### src/common/tcr_pkg.sv
// package: register map, field layout and types for the timer channel/counter block
package tcr_pkg;
   localparam int          NUM_CHAN      = 4;
   localparam int          CNT_W         = 16;
   localparam logic [7:0]  OFS_CHAN_CTL  = 8'h20;
   localparam logic [7:0]  OFS_COUNTER   = 8'h24;
   localparam logic [7:0]  OFS_PRESCALE  = 8'h28;
   localparam logic [7:0]  OFS_RELOAD    = 8'h2C;
   localparam logic [7:0]  OFS_MODE      = 8'h30;
   localparam logic [7:0]  OFS_STATUS    = 8'h44;
   localparam int          CHAN_STRIDE   = 4;
   localparam int          POL_OFS       = 1;
   localparam int          EN_OFS        = 0;
   localparam int          MODE_STRIDE   = 2;
   localparam logic [1:0]  MODE_OUTPUT   = 2'h0;
   localparam logic [15:0] CHAN_CTL_MASK = 16'h3333;
   localparam logic [15:0] CNT_RESET     = 16'h0000;
   localparam logic [2:0]  HSIZE_WORD    = 3'h2;
   localparam logic [1:0]  HTRANS_NONSEQ = 2'h2;

   typedef struct packed {
      logic [7:0] addr;
      logic       write;
      logic       valid;
   } tcr_req_t;

   typedef struct packed {
      logic [NUM_CHAN-1:0] polarity;
      logic [NUM_CHAN-1:0] enable;
      logic [NUM_CHAN-1:0] is_output;
   } tcr_chan_cfg_t;
endpackage

### src/verilog/tcr_chan.sv
// one capture/compare channel: polarity, enable and input edge detection
`timescale 1ns/1ps
module tcr_chan (
   input  wire logic mclk,
   input  wire logic rst_n,
   input  wire logic polarity,
   input  wire logic enable,
   input  wire logic is_output,
   input  wire logic compare_active,
   input  wire logic filtered_input,
   output logic      chan_output,
   output logic      chan_output_en,
   output logic      capture_event
);
   logic meta_q;
   logic sync_q;
   logic prev_q;
   logic cond;
   logic out_d;
   logic out_q;

   // inverted input for polarity 1, so active edge is always a rising one
   assign cond = sync_q ^ polarity;

   always_comb begin
      if (is_output && enable) begin
         out_d = compare_active ^ polarity;
      end else begin
         out_d = polarity;
      end
   end

   always_ff @(posedge mclk or negedge rst_n) begin
      if (!rst_n) begin
         meta_q <= 1'b0;
         sync_q <= 1'b0;
         prev_q <= 1'b0;
         out_q  <= 1'b0;
      end else begin
         meta_q <= filtered_input;
         sync_q <= meta_q;
         prev_q <= sync_q;
         out_q  <= out_d;
      end
   end

   assign chan_output    = out_q;
   assign chan_output_en = is_output & enable;
   assign capture_event  = !is_output && enable && cond && !(prev_q ^ polarity);
endmodule

### src/verilog/tcr_top.sv
// timer channel enable/polarity, counter, prescaler and reload with AHB-Lite slave
//
// Our own choice: the AHB-Lite register port.
`timescale 1ns/1ps
module tcr_top #(
   parameter int CNT_W = tcr_pkg::CNT_W
) (
   input  wire logic                          mclk,
   input  wire logic                          rst_n,
   input  wire logic                          hsel,
   input  wire logic [31:0]                   haddr,
   input  wire logic [1:0]                    htrans,
   input  wire logic                          hwrite,
   input  wire logic [2:0]                    hsize,
   input  wire logic [31:0]                   hwdata,
   input  wire logic                          hready,
   output logic      [31:0]                   hrdata,
   output logic                               hreadyout,
   output logic                               hresp,
   input  wire logic [tcr_pkg::NUM_CHAN-1:0]  filtered_chan_input,
   output logic      [tcr_pkg::NUM_CHAN-1:0]  chan_output,
   output logic      [tcr_pkg::NUM_CHAN-1:0]  chan_output_en,
   output logic      [tcr_pkg::NUM_CHAN-1:0]  capture_event,
   output logic                               update_event,
   output logic                               counter_tick
);
   ////////////////////////////////////////////////////////////////////////////
   // bus request
   tcr_pkg::tcr_req_t req_d;
   tcr_pkg::tcr_req_t req_q;
   logic [31:0]       rdata_d;
   logic [31:0]       rdata_q;

   always_comb begin
      req_d = '{addr: 8'h00, write: 1'b0, valid: 1'b0};
      if (hsel && hready && htrans == tcr_pkg::HTRANS_NONSEQ
          && hsize == tcr_pkg::HSIZE_WORD) begin
         req_d.addr  = haddr[7:0];
         req_d.write = hwrite;
         req_d.valid = 1'b1;
      end
   end

   ////////////////////////////////////////////////////////////////////////////
   // registers
   logic [15:0]      chan_ctl_q;
   logic [15:0]      chan_ctl_d;
   logic [7:0]       mode_q;
   logic [7:0]       mode_d;
   logic [CNT_W-1:0] cnt_q;
   logic [CNT_W-1:0] cnt_d;
   logic [CNT_W-1:0] psc_q;
   logic [CNT_W-1:0] psc_d;
   logic [CNT_W-1:0] psc_shadow_q;
   logic [CNT_W-1:0] psc_shadow_d;
   logic [CNT_W-1:0] div_q;
   logic [CNT_W-1:0] div_d;
   logic [CNT_W-1:0] reload_q;
   logic [CNT_W-1:0] reload_d;
   logic             upd_d;
   logic             upd_q;
   logic             tick;
   logic             wrap;
   localparam int    NUM_CAP = tcr_pkg::NUM_CHAN;
   logic [NUM_CAP-1:0] cap_seen_q;
   logic [NUM_CAP-1:0] cap_seen_d;
   tcr_pkg::tcr_chan_cfg_t cfg;
   logic             wr_chan_ctl;
   logic             wr_mode;
   logic             wr_cnt;
   logic             wr_psc;
   logic             wr_reload;
   logic             wr_status;

   function automatic logic hit(input tcr_pkg::tcr_req_t r, input logic [7:0] ofs);
      hit = r.valid && r.write && r.addr == ofs;
   endfunction

   function automatic logic [CNT_W-1:0] incr(input logic [CNT_W-1:0] v);
      incr = CNT_W'(v + 1'b1);
   endfunction

   assign tick        = div_q == psc_shadow_q;
   assign wrap        = tick && cnt_q >= reload_q;
   assign wr_chan_ctl = hit(req_q, tcr_pkg::OFS_CHAN_CTL);
   assign wr_mode     = hit(req_q, tcr_pkg::OFS_MODE);
   assign wr_cnt      = hit(req_q, tcr_pkg::OFS_COUNTER);
   assign wr_psc      = hit(req_q, tcr_pkg::OFS_PRESCALE);
   assign wr_reload   = hit(req_q, tcr_pkg::OFS_RELOAD);
   assign wr_status   = hit(req_q, tcr_pkg::OFS_STATUS);

   ////////////////////////////////////////////////////////////////////////////
   // channel control: enable and polarity per channel, reserved bits held 0
   always_comb begin
      chan_ctl_d = chan_ctl_q;
      if (wr_chan_ctl) begin
         chan_ctl_d = hwdata[15:0] & tcr_pkg::CHAN_CTL_MASK;
      end
   end

   always_ff @(posedge mclk or negedge rst_n) begin
      if (!rst_n) begin
         chan_ctl_q <= 16'h0000;
      end else begin
         chan_ctl_q <= chan_ctl_d;
      end
   end

   ////////////////////////////////////////////////////////////////////////////
   // mode select: two bits per channel
   always_comb begin
      mode_d = mode_q;
      if (wr_mode) begin
         mode_d = hwdata[7:0];
      end
   end

   always_ff @(posedge mclk or negedge rst_n) begin
      if (!rst_n) begin
         mode_q <= 8'h00;
      end else begin
         mode_q <= mode_d;
      end
   end

   ////////////////////////////////////////////////////////////////////////////
   // prescaler register, seen by the divider only through the shadow
   always_comb begin
      psc_d = psc_q;
      if (wr_psc) begin
         psc_d = hwdata[CNT_W-1:0];
      end
   end

   always_ff @(posedge mclk or negedge rst_n) begin
      if (!rst_n) begin
         psc_q <= CNT_W'(tcr_pkg::CNT_RESET);
      end else begin
         psc_q <= psc_d;
      end
   end

   ////////////////////////////////////////////////////////////////////////////
   // auto-reload register
   always_comb begin
      reload_d = reload_q;
      if (wr_reload) begin
         reload_d = hwdata[CNT_W-1:0];
      end
   end

   always_ff @(posedge mclk or negedge rst_n) begin
      if (!rst_n) begin
         reload_q <= CNT_W'(tcr_pkg::CNT_RESET);
      end else begin
         reload_q <= reload_d;
      end
   end

   ////////////////////////////////////////////////////////////////////////////
   // prescaler shadow: loaded only on an update event
   always_comb begin
      psc_shadow_d = psc_shadow_q;
      if (wrap) begin
         psc_shadow_d = psc_q;
      end
   end

   always_ff @(posedge mclk or negedge rst_n) begin
      if (!rst_n) begin
         psc_shadow_q <= CNT_W'(tcr_pkg::CNT_RESET);
      end else begin
         psc_shadow_q <= psc_shadow_d;
      end
   end

   ////////////////////////////////////////////////////////////////////////////
   // divider: counts 0 to shadow, tick on the last count
   always_comb begin
      div_d = tick ? CNT_W'(tcr_pkg::CNT_RESET) : incr(div_q);
   end

   always_ff @(posedge mclk or negedge rst_n) begin
      if (!rst_n) begin
         div_q <= CNT_W'(tcr_pkg::CNT_RESET);
      end else begin
         div_q <= div_d;
      end
   end

   ////////////////////////////////////////////////////////////////////////////
   // counter: steps on tick, wraps at reload, a software write wins
   always_comb begin
      cnt_d = cnt_q;
      if (wrap) begin
         cnt_d = CNT_W'(tcr_pkg::CNT_RESET);
      end else if (tick) begin
         cnt_d = incr(cnt_q);
      end
      if (wr_cnt) begin
         cnt_d = hwdata[CNT_W-1:0];
      end
   end

   always_ff @(posedge mclk or negedge rst_n) begin
      if (!rst_n) begin
         cnt_q <= CNT_W'(tcr_pkg::CNT_RESET);
      end else begin
         cnt_q <= cnt_d;
      end
   end

   ////////////////////////////////////////////////////////////////////////////
   // update event: one pulse, a clock after the wrap
   always_comb begin
      upd_d = wrap;
   end

   always_ff @(posedge mclk or negedge rst_n) begin
      if (!rst_n) begin
         upd_q <= 1'b0;
      end else begin
         upd_q <= upd_d;
      end
   end

   ////////////////////////////////////////////////////////////////////////////
   // capture status: sticky, write 1 to clear, a new capture wins
   always_comb begin
      cap_seen_d = cap_seen_q | capture_event;
      if (wr_status) begin
         cap_seen_d = (cap_seen_q & ~hwdata[NUM_CAP-1:0]) | capture_event;
      end
   end

   always_ff @(posedge mclk or negedge rst_n) begin
      if (!rst_n) begin
         cap_seen_q <= '0;
      end else begin
         cap_seen_q <= cap_seen_d;
      end
   end

   ////////////////////////////////////////////////////////////////////////////
   // read data for the next data phase

   always_comb begin
      rdata_d = 32'h0000_0000;
      if (req_d.valid && !req_d.write) begin
         case (req_d.addr)
            tcr_pkg::OFS_CHAN_CTL: rdata_d[15:0] = chan_ctl_q;
            tcr_pkg::OFS_MODE:     rdata_d[7:0]  = mode_q;
            tcr_pkg::OFS_COUNTER:  rdata_d[CNT_W-1:0] = cnt_d;
            tcr_pkg::OFS_PRESCALE: rdata_d[CNT_W-1:0] = psc_q;
            tcr_pkg::OFS_RELOAD:   rdata_d[CNT_W-1:0] = reload_q;
            tcr_pkg::OFS_STATUS:   rdata_d[NUM_CAP-1:0] = cap_seen_q;
            default:               rdata_d = 32'h0000_0000;
         endcase
      end
   end

   always_ff @(posedge mclk or negedge rst_n) begin
      if (!rst_n) begin
         req_q <= '{addr: 8'h00, write: 1'b0, valid: 1'b0};
      end else begin
         req_q <= req_d;
      end
   end

   always_ff @(posedge mclk or negedge rst_n) begin
      if (!rst_n) begin
         rdata_q <= 32'h0000_0000;
      end else begin
         rdata_q <= rdata_d;
      end
   end

   ////////////////////////////////////////////////////////////////////////////
   // channels
   logic [NUM_CAP-1:0] cmp_active;

   always_comb begin
      for (int i = 0; i < NUM_CAP; i++) begin
         cfg.polarity[i]  = chan_ctl_q[i*tcr_pkg::CHAN_STRIDE + tcr_pkg::POL_OFS];
         cfg.enable[i]    = chan_ctl_q[i*tcr_pkg::CHAN_STRIDE + tcr_pkg::EN_OFS];
         cfg.is_output[i] = mode_q[i*tcr_pkg::MODE_STRIDE +: 2] == tcr_pkg::MODE_OUTPUT;
         cmp_active[i]    = cnt_q < (reload_q >> 1);
      end
   end

   for (genvar g = 0; g < NUM_CAP; g++) begin : g_chan
      tcr_chan u_chan (
         .mclk           (mclk),
         .rst_n          (rst_n),
         .polarity       (cfg.polarity[g]),
         .enable         (cfg.enable[g]),
         .is_output      (cfg.is_output[g]),
         .compare_active (cmp_active[g]),
         .filtered_input (filtered_chan_input[g]),
         .chan_output    (chan_output[g]),
         .chan_output_en (chan_output_en[g]),
         .capture_event  (capture_event[g])
      );
   end

   assign hrdata       = rdata_q;
   assign hreadyout    = 1'b1;
   assign hresp        = 1'b0;
   assign update_event = upd_q;
   assign counter_tick = tick;
endmodule

### config.mk
export PLATFORM = sky130hd
export DESIGN_NAME = tcr_top
export DESIGN_NICKNAME = d
export VERILOG_FILES = /design/src/common/tcr_pkg.sv /design/src/verilog/tcr_chan.sv /design/src/verilog/tcr_top.sv
export SDC_FILE = /design/constraint.sdc
export NUM_CORES = 1
export LEC_CHECK = 0
export BUFFER_PORTS_ARGS = -buffer_cell sky130_fd_sc_hd__buf_2
export CAP_MARGIN = 0
export CORE_UTILIZATION = 61
export CTS_CLUSTER_SIZE = 10
export DETAILED_ROUTE_END_ITERATION = 8
export PLACE_DENSITY = 0.86
export SYNTH_ARGS = -nofsm -noshare
export SYNTH_HDL_FRONTEND = slang
export SYNTH_HIERARCHICAL = 1
export SYNTH_SLANG_ARGS = --single-unit
### constraint.sdc
create_clock -name mclk -period 3.81 [get_ports mclk]
set_input_delay 0.5715 -clock mclk [delete_from_list [all_inputs] [get_ports mclk]]
set_output_delay 0.5715 -clock mclk [all_outputs]
set_load 0.01 [all_outputs]
==> run summary <==
The flow ran to the end, but the final reports show violations. The checks that failed: design-rule violations. The worst hold path belongs to the class input pin to flip-flop. The sum of negative setup slack is 0 ps. The number of max-slew violations in the final report came out at 0. The register bit total from synthesis came out at 143. At the pin with the least slew margin, the transition time is 1095 ps. Internal power comes to 2.795 mW. The required time at the worst-slack endpoint came out at 3240 ps. The area added between synthesis and finish is 13.03%. The instance count after placement with tap cells included came out at 857. Summing the sequential cell areas from Yosys gives 48.70% of the chip area. The clock transition time at the flip-flop clock pins of the worst setup and hold paths came out at 60 ps. The net switching power came out at 1.039 mW.

The number of buffers added to fix hold violations after cts came out at 0. The maximum root-to-sink buffer count is 2. The clock share of power came out at 41.1%. The routed wire length per instance came out at 20.86 um. The die covers 12490 um2.

The number of antenna violations at the first check in global routing was 0. The leakage power summed over all cells is 3.948 nW. The critical path depth in cells came out at 6. The element type at the critical path end is an output pin. The startpoint-to-endpoint class of the critical path is flip-flop to output pin. Counting instances, the worst hold path has a depth of 1. Across the VDD grid, the largest voltage drop is 358.8 uV.

The switching power as a share of total power came out at 27.10%. The initial detailed-routing violation count is 528. TritonCTS built the clock tree. The most common cell after layout, fill and taps aside is dfrtp_1. The number of port buffers is 67. The end of the worst register-to-register path is hrdata[7]. The delay of the slowest critical-path stage is 450 ps.

The diode insertion count for antenna repair came out at 0. Fill cells in the final layout number 734. The hold violation total from the final report is 0. The wire length of the first global-routing pass came out at 29660 um. The synthesized instance count came out at 666.

The average size of a mapped cell came out at 11.03 um2. The peak fanout along the critical path came out at 17. The signal on the critical path passes through xor2_1 > nor4_1 > nand4_2 > inv_2 > buf_4 > buf_2.

For this run, the post-layout net count is 843. The placed instances occupy a cell area of 7744 um2. The slowest stage of the critical path is the dfrtp_1 cell. The buffer and inverter count on the worst path is 3. The finished layout cell area came out at 8305 um2. The estimated wirelength of the detail-placed design came out at 12750 um.

Clock tree synthesis found a total of 143 sinks. The primary flip-flop cell chosen by synthesis mapping is dfrtp_1. The die height came out at 111.8 um. The async set or reset register ratio after synthesis is 100.0%. Setup repair after global routing left no endpoint under its margin.

The sum of routed wire length over all layers came out at 18550 um. The via count of the first global-routing pass came to 5810. The global placement routability congestion came out at 0.8880. The share of post-route cells with drive strength above 1 is 24.66%. The areal power density over the cells is 461.6 nW/um2. The total number of vias is 5744. The critical register-to-register path startpoint is cnt_q[0]. The overall fraction of global-route tracks in use came out at 31.32%. Buffers added to address setup during post-CTS repair amount to 0. In this run, post-CTS repair resized a total of 0 instances. The number of synthesized flops with an enable pin came out at 0. The clock latency on the worst-skew pair came out at 430 ps. The count of warnings emitted by yosys came out at 6. The final critical path time including I/O delays and setup is 3259 ps. The width of the die is 111.8 um.

The TritonCTS buffer count came out at 17. The detail-routed via count per cell is 6.461. The starting density of the core came out at 63.54%. STA classifies the critical path startpoint as a flip-flop.

Of the available clock period, the critical path in the final layout requires 85.54%. The number of distinct library cells after synthesis came out at 61. The final setup violation count is 0. The number of cell rows came out at 39. The max-slew headroom at the worst pin came out at 26.80%.

The deepest level of the CTS H-tree came out at 4. The first element of the critical path is div_q[5]. The remaining antenna violation count came out at 0. The upper clock frequency limit is 0.3068 GHz. The endpoint arrival time on the critical path came out at 2690 ps. The library cells used most frequently in the layout, excluding fill and tap cells, are dfrtp_1, mux2_2, buf_2. The non-filler instance count after layout came out at 889. The worst hold margin came out at 246.4 ps.

The kind of cell with the highest combined delay along the critical path is simple AND/OR/NAND/NOR gates. The pin count of the biggest net entering global routing came out at 119. The root buffer selected by CTS is clkbuf_16.

The post-route clock skew came out at 8.173 ps. Summing every instance area after synthesis gives 7348 um2. The number of remaining DRC errors came out at 3. In this run the worst setup path terminates at counter_tick. In this run the standard cell core region covers 11560 um2.

Summed over all layers, the global routing overflow is 0. The fraction of power consumed by sequential logic is 46.6%. The worst register-to-register path has a depth of 9. Per report_power, the combinational group accounts for 12.3% of the total. 126 I/O pins were placed. The total of max-cap violations is 0. The number of optimization iterations in the first detailed-route pass is 9. The worst reg-to-reg setup slack is 790 ps.
## worst register-to-register path, delay by kind of cell (launching register included)
family / cells / cell delay, ps
AND/OR/NAND/NOR: 3 / 890
adder cells (fa/ha/maj): 1 / 290
AO/OA/AOI/OAI: 4 / 1220
flip-flops: 1 / 450
buffers and inverters: 1 / 70
## sequential cells by signal, summed over array words and instances (netlist names), 4 cells and up
name and count:
mode_q 8, req_q 10, cnt_q 16, g_chan.u_chan/sync_q 4
reload_q 16, psc_shadow_q 16, psc_q 16, g_chan.u_chan/chan_output 4
cap_seen_q 4, chan_ctl_q 8, hrdata 16, g_chan.u_chan/prev_q 4
g_chan.u_chan/meta_q 4, div_q 16
## Yosys cell counts, types with 3 or more instances
cell / number / share of area, %
ha_1: 32 / 5.4
a21o_1: 12 / 1.2
or3_1: 14 / 1.2
o21ai_0: 17 / 1.2
clkbuf_1: 18 / 0.92
nor4_1: 7 / 0.60
nand4_1: 14 / 1.2
o21a_1: 3 / 0.31
nand2b_1: 7 / 0.60
xnor2_1: 9 / 1.1
and3_1: 24 / 2.0
and2_1: 9 / 0.77
nor4b_1: 3 / 0.36
mux2_2: 68 / 10
or3b_1: 4 / 0.48
nor3_1: 3 / 0.20
a22oi_1: 4 / 0.41
nand3b_1: 6 / 0.61
inv_1: 22 / 1.1
dfrtp_1: 143 / 49
a222oi_1: 10 / 1.4
nand2_1: 41 / 2.1
nor2_1: 38 / 1.9
nand3_1: 26 / 1.8
buf_6: 3 / 0.46
a21oi_1: 21 / 1.4
a31oi_1: 9 / 0.77
buf_2: 3 / 0.20
buf_4: 18 / 1.8
xor2_1: 37 / 4.4
a22o_1: 6 / 0.72
## how the worst min path moves through the flow
stage,startpoint,to,slack [ps]
after CTS,filtered_chan_input[1],g_chan[1].u_chan/meta_q,240
after detailed placement,g_chan[0].u_chan/meta_q,g_chan[0].u_chan/sync_q,340
after global routing,filtered_chan_input[3],g_chan[3].u_chan/meta_q,240
final,filtered_chan_input[3],g_chan[3].u_chan/meta_q,250
after floorplan,rst_n,cap_seen_q[0],280
after global placement,g_chan[2].u_chan/meta_q,g_chan[2].u_chan/sync_q,340
## layer usage
| layer | global-route usage [%] | wire length (um) |
|---|---|---|
| met1 | 38.73 | 7131 |
| met2 | 51.35 | 9003 |
| met5 | 0 | 0 |
| met3 | 7.022 | 1666 |
| met4 | 17.12 | 743 |
## power groups by stage
stage	logic, mW	registers [mW]	clock network (mW)
floorplan	0.325	1.76	0
global placement	0.431	1.79	0
detailed placement	0.463	1.80	0
CTS	0.471	1.78	1.58
global route	0.524	1.80	1.65
finish	0.473	1.79	1.58
## stage by stage
step | setup slack, ps | total power, mW | utilization [%]
final | 550.9 | 3.834 | 71.82
after floorplan | 1229 | 2.088 | -
after global routing | 395.0 | 3.968 | 71.82
after global placement | 916.0 | 2.222 | 66.96
after CTS | 575.1 | 3.832 | 71.82
after detailed placement | 858.7 | 2.266 | 66.96
## cell families after synthesis
group / share of synthesized area (%)
AO/OA/AOI/OAI: 9.842
XOR/XNOR: 5.483
adder cells (fa/ha/maj): 5.449
buffers and inverters: 4.699
flip-flops: 48.70
multiplexers: 10.42
other: 0.1022
AND/OR/NAND/NOR: 15.31
## final cells by class
| type | count | area, um2 | share of cell area, % |
|---|---|---|---|
| well taps | 143 | 178.9 | 2.154 |
| clock buffers | 22 | 474.2 | 5.710 |
| multi-input cells | 472 | 3491 | 42.03 |
| inverters | 23 | 86.33 | 1.039 |
| repair buffers | 76 | 409.1 | 4.926 |
| flip-flops and latches | 143 | 3578 | 43.09 |
| clock inverters | 10 | 87.58 | 1.055 |
Note: power is estimated with default switching activity, not from simulation.
